File: src/rtl/dac_wr_pkg.sv
// constants shared by the parallel converter write front end
package dac_wr_pkg;

  // ----------------------------------------
  // data widths
  // ----------------------------------------
  localparam int CODE_W = 12;
  localparam int DATA_W = 8;
  localparam int LO_W   = 8;
  localparam int HI_W   = 4;
  localparam int CTRL_W = 3;
  localparam int SEL_W  = 2;

  // ----------------------------------------
  // destination select codes
  // ----------------------------------------
  localparam logic [1:0] SEL_LOWER = 2'h0;
  localparam logic [1:0] SEL_UPPER = 2'h1;
  localparam logic [1:0] SEL_RSVD  = 2'h2;
  localparam logic [1:0] SEL_CTRL  = 2'h3;

  // ----------------------------------------
  // control register fields and reset values
  // ----------------------------------------
  localparam int CTRL_SPEED_POS  = 0;
  localparam int CTRL_POWER_POS  = 1;
  localparam int CTRL_UPDATE_POS = 2;
  localparam logic [7:0]  LO_RST   = 8'h00;
  localparam logic [3:0]  HI_RST   = 4'h0;
  localparam logic [2:0]  CTRL_RST = 3'h0;
  localparam logic [11:0] CODE_RST = 12'h000;

  // ----------------------------------------
  // avalon register map (byte addresses)
  // ----------------------------------------
  localparam int AV_ADDR_W = 5;
  localparam logic [4:0] OFS_CMD  = 5'h00;
  localparam logic [4:0] OFS_HOLD = 5'h04;
  localparam logic [4:0] OFS_CONV = 5'h08;
  localparam logic [4:0] OFS_MODE = 5'h0c;
  localparam logic [4:0] OFS_WCNT = 5'h10;
  localparam int CMD_CLEAR_POS = 0;
  localparam int WCNT_W = 16;
  localparam logic [15:0] WCNT_RST = 16'h0000;
  localparam logic [31:0] RD_UNMAPPED = 32'h00000000;

  // ----------------------------------------
  // bus handshake states
  // ----------------------------------------
  typedef enum logic [1:0] {
    BUS_IDLE = 2'b01,
    BUS_ACK  = 2'b10
  } bus_state_t;

endpackage

File: src/rtl/pin_sync.sv
// two flip-flop synchroniser for a group of pins
`timescale 1ns/1ps
`default_nettype none
module pin_sync #(
  parameter int         W       = 1,
  parameter logic [W-1:0] RST_VAL = '0
) (
  input  wire logic         clk,
  input  wire logic         sys_rst,
  input  wire logic [W-1:0] pinIn,
  output var  logic [W-1:0] syncOut
);

  logic [W-1:0] stage1_ff;

  // ----------------------------------------
  // first stage feeds only the second
  // ----------------------------------------
  always_ff @(posedge clk) begin
    if (sys_rst) begin
      stage1_ff <= RST_VAL;
      syncOut   <= RST_VAL;
    end else begin
      stage1_ff <= pinIn;
      syncOut   <= stage1_ff;
    end
  end

endmodule
`default_nettype wire

File: src/rtl/hold_reg.sv
// loadable holding register with clear
`timescale 1ns/1ps
`default_nettype none
module hold_reg #(
  parameter int           W       = 8,
  parameter logic [W-1:0] RST_VAL = '0
) (
  input  wire logic         clk,
  input  wire logic         sys_rst,
  input  wire logic         clear,
  input  wire logic         load,
  input  wire logic [W-1:0] din,
  output var  logic [W-1:0] q_ff
);

  // ----------------------------------------
  // clear wins over load
  // ----------------------------------------
  always_ff @(posedge clk) begin
    if (sys_rst || clear) begin
      q_ff <= RST_VAL;
    end else if (load) begin
      q_ff <= din;
    end
  end

endmodule
`default_nettype wire

File: src/rtl/parallel_dac_write_control.sv
// parallel write front end of a 12-bit voltage output converter
//
// Chosen here: the register addresses and register access over Avalon-MM.
`timescale 1ns/1ps
`default_nettype none
module parallel_dac_write_control
  import dac_wr_pkg::*;
(
  input  wire logic                      clk,
  input  wire logic                      sys_rst,
  // parallel host pins
  input  wire logic [dac_wr_pkg::DATA_W-1:0] dataBus,
  input  wire logic                      chipSel_n,
  input  wire logic                      writeStrobe_n,
  input  wire logic                      dest_select_hi,
  input  wire logic                      dest_select_lo,
  input  wire logic                      update_strobe_n,
  input  wire logic                      speed_select,
  input  wire logic                      power_select,
  // converter side
  output var  logic [dac_wr_pkg::CODE_W-1:0] dacCode,
  output var  logic                      fastMode,
  output var  logic                      powerDown,
  // avalon-mm slave
  input  wire logic [dac_wr_pkg::AV_ADDR_W-1:0] avs_address,
  input  wire logic                      avs_read,
  input  wire logic                      avs_write,
  input  wire logic [31:0]               avs_writedata,
  input  wire logic [3:0]                avs_byteenable,
  output var  logic [31:0]               avs_readdata,
  output var  logic                      avs_waitrequest
);

  import dac_wr_pkg::*;

  // ----------------------------------------
  // pin synchronisers
  // ----------------------------------------
  localparam int PIN_W = DATA_W + 7;

  logic [PIN_W-1:0] pinRaw;
  logic [PIN_W-1:0] pinSync;

  assign pinRaw = {dataBus,
                   chipSel_n,
                   writeStrobe_n,
                   dest_select_hi,
                   dest_select_lo,
                   update_strobe_n,
                   speed_select,
                   power_select};

  // strobes and select idle high
  pin_sync #(
    .W       (PIN_W),
    .RST_VAL ({8'h00, 7'h6c})
  ) u_pin_sync (
    .clk     (clk),
    .sys_rst (sys_rst),
    .pinIn   (pinRaw),
    .syncOut (pinSync)
  );

  wire logic [DATA_W-1:0] dataS;
  wire logic              csS_n;
  wire logic              weS_n;
  wire logic [SEL_W-1:0]  selS;
  wire logic              updS_n;
  wire logic              speedS;
  wire logic              pwrS;

  assign dataS  = pinSync[PIN_W-1 -: DATA_W];
  assign csS_n  = pinSync[6];
  assign weS_n  = pinSync[5];
  assign selS   = pinSync[4:3];
  assign updS_n = pinSync[2];
  assign speedS = pinSync[1];
  assign pwrS   = pinSync[0];

  // ----------------------------------------
  // write strobe edge detection
  // ----------------------------------------
  logic weDly_ff;

  always_ff @(posedge clk) begin
    if (sys_rst) begin
      weDly_ff <= 1'b1;
    end else begin
      weDly_ff <= weS_n;
    end
  end

  wire logic weRise;
  wire logic wrAccept;

  assign weRise   = weS_n & ~weDly_ff;
  assign wrAccept = weRise & ~csS_n;

  // ----------------------------------------
  // destination decode
  // ----------------------------------------
  wire logic ldLower;
  wire logic ldUpper;
  wire logic ldCtrl;
  wire logic ldAny;

  assign ldLower = wrAccept & (selS == SEL_LOWER);
  assign ldUpper = wrAccept & (selS == SEL_UPPER);
  assign ldCtrl  = wrAccept & (selS == SEL_CTRL);
  assign ldAny   = ldLower | ldUpper | ldCtrl;
  // SEL_RSVD raises no load strobe

  // ----------------------------------------
  // software clear command
  // ----------------------------------------
  wire logic swClear;

  // ----------------------------------------
  // holding latches and control register
  // ----------------------------------------
  logic [LO_W-1:0]   lowerHold;
  logic [HI_W-1:0]   upperHold;
  logic [CTRL_W-1:0] ctrlReg;

  hold_reg #(
    .W       (LO_W),
    .RST_VAL (LO_RST)
  ) u_lower_holding_latch (
    .clk     (clk),
    .sys_rst (sys_rst),
    .clear   (swClear),
    .load    (ldLower),
    .din     (dataS),
    .q_ff    (lowerHold)
  );

  // only data bits 3..0 kept
  hold_reg #(
    .W       (HI_W),
    .RST_VAL (HI_RST)
  ) u_upper_holding_latch (
    .clk     (clk),
    .sys_rst (sys_rst),
    .clear   (swClear),
    .load    (ldUpper),
    .din     (dataS[HI_W-1:0]),
    .q_ff    (upperHold)
  );

  // bits 7..3 dropped
  hold_reg #(
    .W       (CTRL_W),
    .RST_VAL (CTRL_RST)
  ) u_control_reg (
    .clk     (clk),
    .sys_rst (sys_rst),
    .clear   (swClear),
    .load    (ldCtrl),
    .din     (dataS[CTRL_W-1:0]),
    .q_ff    (ctrlReg)
  );

  // ----------------------------------------
  // mode combination
  // ----------------------------------------
  wire logic speedBit;
  wire logic powerBit;
  wire logic reg_update_bit;
  wire logic nxt_fast;
  wire logic nxt_down;
  wire logic latchOpen;

  assign speedBit       = ctrlReg[CTRL_SPEED_POS];
  assign powerBit       = ctrlReg[CTRL_POWER_POS];
  assign reg_update_bit = ctrlReg[CTRL_UPDATE_POS];

  assign nxt_fast  = speedS | speedBit;
  assign nxt_down  = ~(pwrS & ~powerBit);
  assign latchOpen = ~(updS_n & ~reg_update_bit);

  // ----------------------------------------
  // converter latch and mode outputs
  // ----------------------------------------
  wire logic [CODE_W-1:0] holdCode;

  assign holdCode = {upperHold, lowerHold};

  logic [CODE_W-1:0] convLatch_ff;
  logic              fast_ff;
  logic              down_ff;

  always_ff @(posedge clk) begin
    if (sys_rst || swClear) begin
      convLatch_ff <= CODE_RST;
    end else if (latchOpen) begin
      convLatch_ff <= holdCode;
    end
  end

  always_ff @(posedge clk) begin
    if (sys_rst) begin
      fast_ff <= 1'b0;
    end else begin
      fast_ff <= nxt_fast;
    end
  end

  always_ff @(posedge clk) begin
    if (sys_rst) begin
      down_ff <= 1'b1;
    end else begin
      down_ff <= nxt_down;
    end
  end

  assign dacCode   = convLatch_ff;
  assign fastMode  = fast_ff;
  assign powerDown = down_ff;

  // ----------------------------------------
  // counter of accepted writes that load a destination (SEL_RSVD writes not counted)
  // ----------------------------------------
  logic [WCNT_W-1:0] wrCount_ff;

  always_ff @(posedge clk) begin
    if (sys_rst || swClear) begin
      wrCount_ff <= WCNT_RST;
    end else if (ldAny) begin
      wrCount_ff <= wrCount_ff + 16'h0001;
    end
  end

  // ----------------------------------------
  // avalon handshake
  // ----------------------------------------
  bus_state_t busState_ff;
  bus_state_t nxt_busState;

  wire logic busReq;

  assign busReq = avs_read | avs_write;

  always_comb begin
    nxt_busState = busState_ff;
    unique case (busState_ff)
      BUS_IDLE: begin
        if (busReq) begin
          nxt_busState = BUS_ACK;
        end
      end
      BUS_ACK: begin
        nxt_busState = BUS_IDLE;
      end
      default: begin
        nxt_busState = BUS_IDLE;
      end
    endcase
  end

  always_ff @(posedge clk) begin
    if (sys_rst) begin
      busState_ff <= BUS_IDLE;
    end else begin
      busState_ff <= nxt_busState;
    end
  end

  logic waitReq_ff;

  always_ff @(posedge clk) begin
    if (sys_rst) begin
      waitReq_ff <= 1'b1;
    end else begin
      waitReq_ff <= (nxt_busState != BUS_ACK);
    end
  end

  assign avs_waitrequest = waitReq_ff;

  // ----------------------------------------
  // register write decode
  // ----------------------------------------
  wire logic busDone;
  wire logic cmdHit;

  assign busDone = busReq & ~waitReq_ff;
  assign cmdHit  = avs_address == OFS_CMD;
  assign swClear = busDone & avs_write & cmdHit
                 & avs_byteenable[0]
                 & avs_writedata[CMD_CLEAR_POS];

  // ----------------------------------------
  // register read mux
  // ----------------------------------------
  wire logic        holdHit;
  wire logic        convHit;
  wire logic        modeHit;
  wire logic        wcntHit;
  wire logic [31:0] modeWord;
  wire logic [31:0] rdMux;

  assign holdHit = avs_address == OFS_HOLD;
  assign convHit = avs_address == OFS_CONV;
  assign modeHit = avs_address == OFS_MODE;
  assign wcntHit = avs_address == OFS_WCNT;

  assign modeWord = {26'h0000000,
                     latchOpen,
                     down_ff,
                     fast_ff,
                     ctrlReg};

  assign rdMux =
    holdHit ? {20'h00000, holdCode} :
    convHit ? {20'h00000, convLatch_ff} :
    modeHit ? modeWord :
    wcntHit ? {16'h0000, wrCount_ff} :
    RD_UNMAPPED;

  logic [31:0] rdData_ff;

  always_ff @(posedge clk) begin
    if (sys_rst) begin
      rdData_ff <= RD_UNMAPPED;
    end else if (avs_read && busState_ff == BUS_IDLE) begin
      rdData_ff <= rdMux;
    end
  end

  assign avs_readdata = rdData_ff;

endmodule
`default_nettype wire

File: config.mk
export PLATFORM = sky130hd
export DESIGN_NAME = parallel_dac_write_control
export DESIGN_NICKNAME = d
export VERILOG_FILES = /design/src/rtl/dac_wr_pkg.sv /design/src/rtl/pin_sync.sv /design/src/rtl/hold_reg.sv /design/src/rtl/parallel_dac_write_control.sv
export SDC_FILE = /design/constraint.sdc
export NUM_CORES = 1
export LEC_CHECK = 0
export BUFFER_PORTS_ARGS = -buffer_cell sky130_fd_sc_hd__buf_2
export CAP_MARGIN = 10
export CELL_PAD_IN_SITES_DETAIL_PLACEMENT = 1
export CELL_PAD_IN_SITES_GLOBAL_PLACEMENT = 1
export CORE_ASPECT_RATIO = 0.6
export CORE_MARGIN = 8
export CORE_UTILIZATION = 38
export DETAILED_ROUTE_END_ITERATION = 10
export PLACE_DENSITY_LB_ADDON = 0.1
export SLEW_MARGIN = 10
export SYNTH_ARGS = -nofsm -noshare
export SYNTH_HDL_FRONTEND = slang
export SYNTH_SLANG_ARGS = --single-unit
File: constraint.sdc
create_clock -name clk -period 2.79 [get_ports clk]
set_input_delay 0.4185 -clock clk [delete_from_list [all_inputs] [get_ports clk]]
set_output_delay 0.4185 -clock clk [all_outputs]
set_load 0.1 [all_outputs]
After elaboration in Yosys (flattened, before gate mapping)
Index checks and enable logic that the tools add are counted.
- add/subtract/negate cells: 1
- eq/ne operators: 8
- multiplexer cells: 6
- bitwise gates (word level): 23
- reductions and logical operators: 4
- operator list (cell ; number):
    2-to-1 mux 16 bit ; 4
    adder 16 x 1 -> 16 bit, second input constant ; 1
    bitwise AND 1 bit ; 12
    equality test 5 x 4 -> 1 bit, second input constant ; 2
    inverter 1 bit ; 7
    equality test 5 x 3 -> 1 bit, second input constant ; 1
    equality test 5 bit, second input constant ; 1
    zero test 5 bit ; 1
    equality test 2 x 1 -> 1 bit, second input constant ; 2
    2-to-1 mux 2 bit ; 2
    bitwise OR 1 bit ; 4
    equality test 2 bit, second input constant ; 1
    zero test 2 bit ; 1
    != test 2 bit, second input constant ; 1
    logical AND 1 bit ; 1
    logical OR 1 bit ; 1
- bits in registers: 111
- input bits: 60
- output and inout bits: 47
- word-level logic and storage cells: 55

Logic depth before layout (Yosys ltp)
- depth in word-level cells: 7
- mapped depth: 6

By module
From an unflattened synthesis, not the netlist that was laid out.
- cells, all modules: 397
- area total of the unflattened synthesis: 3688.5 um^2
- modules (own cells, without submodules) (module ; times used ; cells an instance ; area an instance (um^2) ; seq. area each (um^2)):
    parallel_dac_write_control ; 1 ; 285 ; 2333.5 ; 1001.0
    pin_sync ; 1 ; 63 ; 809.5 ; 600.6
    hold_reg at u_lower_holding_latch ; 1 ; 27 ; 295.3 ; 160.2
    hold_reg at u_upper_holding_latch ; 1 ; 13 ; 145.1 ; 80.1
    hold_reg at u_control_reg ; 1 ; 9 ; 105.1 ; 60.1

Least setup slack after synthesis
No wires, ideal clock.
- kind: register to register
- from: register u_pin_sync.syncOut[5]
- to: register wrCount_ff[12]
- setup time: 0.070 ns
- arrival: 1.875 ns
- required time: 2.720 ns
- setup slack: 0.844 ns
- cell stages (with the launch flop): 7
- path buffers: 2
- period minus slack after synthesis: 1.946 ns
- path through: dfxtp_1 -> or3b_1 -> buf_2 -> or3_1 -> buf_2 -> or4_1 -> a21oi_1
- cells in the longest elaborated chain, start to end: 5
- ends and longest elaborated chain (what ; RTL line ; text):
    start, declared ; pin_sync.sv:11 ; output var logic [W-1:0] syncOut
    start signal, assigned ; pin_sync.sv:25 ; syncOut <= stage1_ff;
    bitwise AND 1 bit (*) ; parallel_dac_write_control.sv:96 ; assign weRise = weS_n & ~weDly_ff;
    bitwise AND 1 bit (*) ; parallel_dac_write_control.sv:97 ; assign wrAccept = weRise & ~csS_n;
    bitwise AND 1 bit, on equally long branches ; parallel_dac_write_control.sv:107, parallel_dac_write_control.sv:108 ;
    bitwise OR 1 bit ; parallel_dac_write_control.sv:110 ; assign ldAny = ldLower | ldUpper | ldCtrl;
    bitwise OR 1 bit (*) ; parallel_dac_write_control.sv:110 ;
    end signal, assigned ; parallel_dac_write_control.sv:229 ; wrCount_ff <= wrCount_ff + 16'h0001;
    end, declared ; parallel_dac_write_control.sv:223 ; logic [WCNT_W-1:0] wrCount_ff;
Mark *: on every way between the ends. The rest lies on a longest branch, timed or not.
A chain may end at the register's enable or synchronous reset.

Final worst setup path
- from: register u_pin_sync.syncOut[5]
- to: register wrCount_ff[14]
Same word-level chain as after synthesis.

==> flow_summary.json <==
{
  "outcome": "complete, no violations",
  "dp_hpwl_microns": 7270,
  "grt-ovfl-total": 0,
  "synth_flop_cell": "dfxtp_1",
  "yosys_warnings": 0,
  "crit_required_ns": 3.07,
  "fillers": 1093,
  "path_max_fanout": 8,
  "io_buffer_count": 56,
  "synth_edf_count": 0,
  "path_clk_slew_ns": 0.07,
  "leakage_nw": 1.66,
  "root_buffer": "clkbuf_16",
  "grt_pass1_wl_microns": 16600,
  "grt_usage_pct": 16.2,
  "worst_hold_slack_ns": 0.254,
  "timing.final.crit_share_pct": 75.7,
  "initial_utilization_pct": 39.6,
  "async_reset_ff_share_pct": 0,
  "n_antenna_cell": 0,
  "tns_ns": 0,
  "use_met3_pct": 6.41,
  "final_core_utilization_pct": 46.5,
  "cts_resized": 0,
  "cts_sinks": 95,
  "fin_skew_ns": 0.00617,
  "finalNetCount": 506,
  "slowest_stage": "or3_1",
  "vias_per_cell": 5.11,
  "syn_area_sq_um": 3680,
  "drtPass1Iterations": 4,
  "drv_slew": 0,
  "postCtsHoldBufs": 0,
  "drive_gt1_share_pct": 21.1,
  "hold_class": "in2reg",
  "yosys-top-cells-area": "dfxtp_1 (52%), nor2b_1 (4.3%), mux2i_1 (4.1%)",
  "cpPeakStageDelay_ns": 0.55,
  "cts_inserted_buffers": 9,
  "die_x_microns": 143,
  "regToRegSetupSlack_ns": 0.68,
  "first_iter_violations": 191,
  "synth_cell_types": 44,
  "antenna_found_initial": 0,
  "slew_headroom_pct": 49.2,
  "min_path_cells": 2,
  "coreArea_sq_um": 9290,
  "dieArea_sq_um": 13200,
  "cp_cell_sequence": "or3b_1 -> or3_1 -> or4_1 -> a21oi_1",
  "cts_setup_buffers": 0,
  "cellPowerDensity_nw_per_um2": 690,
  "wl_microns": 10100,
  "yosysSeqAreaShare_pct": 51.7,
  "fmax_mhz": 473,
  "rsz0062_at_grt": "no",
  "timing.final.hold_violations": 0,
  "worstSetupPathType": "reg2reg",
  "ant_nets": 0,
  "maxCapViolations": 0,
  "clock_latency_ns": 0.35,
  "wl_per_cell_microns": 17.3,
  "reg2regPathDepth": 4,
  "ir_drop_mv": 0.308,
  "min_from": "update_strobe_n",
  "max_slew.worst_pin.slew_ns": 0.759,
  "regToRegEndpoint": "wrCount_ff[14]",
  "syn_avg_cell_area_sq_um": 9.36,
  "whs_endpoint": "u_pin_sync.stage1_ff[2]",
  "min_period_ns": 2.11,
  "num_vias": 2961,
  "cts_buffer_depth": 2,
  "grt_busiest_layer": "met2",
  "yosysTopAreaCell": "dfxtp_1",
  "grt_pass1_vias": 3097,
  "rows": 27,
  "finalPower_w": 0.00298,
  "final_common_cell": "dfxtp_1",
  "cts-htree-levels": 3,
  "arrival_ns": 2.39,
  "synth_top_area_share_pct": 51.7,
  "worstReg2RegStart": "u_pin_sync.syncOut[5]",
  "grt_use_met1_pct": 21.8,
  "cts_tree": "built",
  "setup_viol": 0,
  "syn2layout_area_growth_pct": 17.4,
  "synth-seq-cells": 95,
  "ios": 107,
  "drc": 0,
  "gp_congestion": 0.769,
  "grt_max_degree": 44,
  "dp_cells": 564,
  "end_kind": "register",
  "grt.met2_usage_pct": 24.1,
  "synthCells": 393,
  "start_kind": "register",
  "final_cell_mix": "dfxtp_1 (95), buf_2 (56), nand2_1 (38), nor2_1 (37)",
  "floorplan.die.height_microns": 92.2,
  "final-instance-count-excl-fill": 580
}
==> power by group <==
part           switching, W  internal (W)
clock              0.000559      0.000623
combinational      0.000315     0.0000668
sequential        0.0000209       0.00140
total              0.000895       0.00209
==> kinds of logic (layout without fill, tap and decap cells) <==
| kind of cell | after synthesis | after routing | share of synthesized area (%) |
|---|---|---|---|
| other | 1 | 16 | 0.102 |
| flip-flops | 95 | 95 | 51.7 |
| buffers and inverters | 41 | 83 | 5.88 |
| AND/OR/NAND/NOR | 176 | 176 | 25.7 |
| AO/OA/AOI/OAI | 57 | 57 | 10.5 |
| XOR/XNOR | 7 | 7 | 1.67 |
| adder cells (fa/ha/maj) | 1 | 1 | 0.340 |
| multiplexers | 15 | 15 | 4.08 |
==> through the flow <==
step / worst slack, ns / instance area [sq um]
detailed placement: 0.648 / 4030
floorplan: 0.844 / 3740
finish: 0.677 / 4320
global placement: 0.647 / 4030
global route: 0.552 / 4320
CTS: 0.687 / 4320
==> worst max-delay path, delay by kind of cell (launching register included) <==
family,cells,cell delay (ns)
AO/OA/AOI/OAI,1,0.14
flip-flops,1,0.37
AND/OR/NAND/NOR,3,1.53
==> metal layers <==
| layer | wire length, microns | vias to the layer above | share of wire, % |
|---|---|---|---|
| met4 | 51 | 0 | 0.51 |
| met2 | 4300 | 64 | 43 |
| met3 | 847 | 6 | 8.4 |
| li1 | - | 1446 | - |
| met1 | 4850 | 1445 | 48 |
| met5 | 0 | - | 0 |
==> sequential cells by signal (all words and copies together), names as in the netlist, 3 cells and up <==
register	cells
u_pin_sync.stage1_ff	15
avs_readdata	16
dacCode	12
u_upper_holding_latch.q_ff	4
u_control_reg.q_ff	3
u_lower_holding_latch.q_ff	8
u_pin_sync.syncOut	15
wrCount_ff	16
==> synthesized netlist by cell type, drive strengths merged, types with 2 or more instances <==
cell type	n
nand4	2
nor4	11
a21oi	25
xor2	2
buf	19
clkbuf	19
mux2i	15
o31ai	4
or4	4
xnor2	5
nor2b	25
nor4b	2
a222oi	6
nand2	38
or3b	2
nor3	8
nand3b	3
or2	9
nand3	11
dfxtp	95
a211oi	11
or4b	2
a32o	5
o21ai	4
and3b	2
nand2b	8
nor3b	2
nor2	37
or3	6
inv	3
==> area by class of cell <==
type	instances	area, sq um	area share [%]
Clock buffer	9	225	5.21
Timing Repair Buffer	64	340	7.87
Sequential cell	95	1900	44.0
Clock inverter	7	62.6	1.45
Inverter	3	11.3	0.261
Multi-Input combinational cell	272	1620	37.4
Tap cell	130	163	3.76
==> how the worst max path moves through the flow <==
| stage | startpoint | depth (start not counted) | slack, ns | to |
|---|---|---|---|---|
| final | u_pin_sync.syncOut[5] | 4 | 0.68 | wrCount_ff[14] |
| after global routing | u_pin_sync.syncOut[5] | 4 | 0.55 | wrCount_ff[14] |
| after CTS | u_pin_sync.syncOut[5] | 4 | 0.69 | wrCount_ff[12] |
| after detailed placement | avs_address[1] | 5 | 0.65 | avs_readdata[8] |
| after global placement | avs_address[1] | 5 | 0.65 | avs_readdata[8] |
| after floorplan | u_pin_sync.syncOut[5] | 6 | 0.84 | wrCount_ff[12] |
No activity file was read; power rests on OpenSTA's default activity.
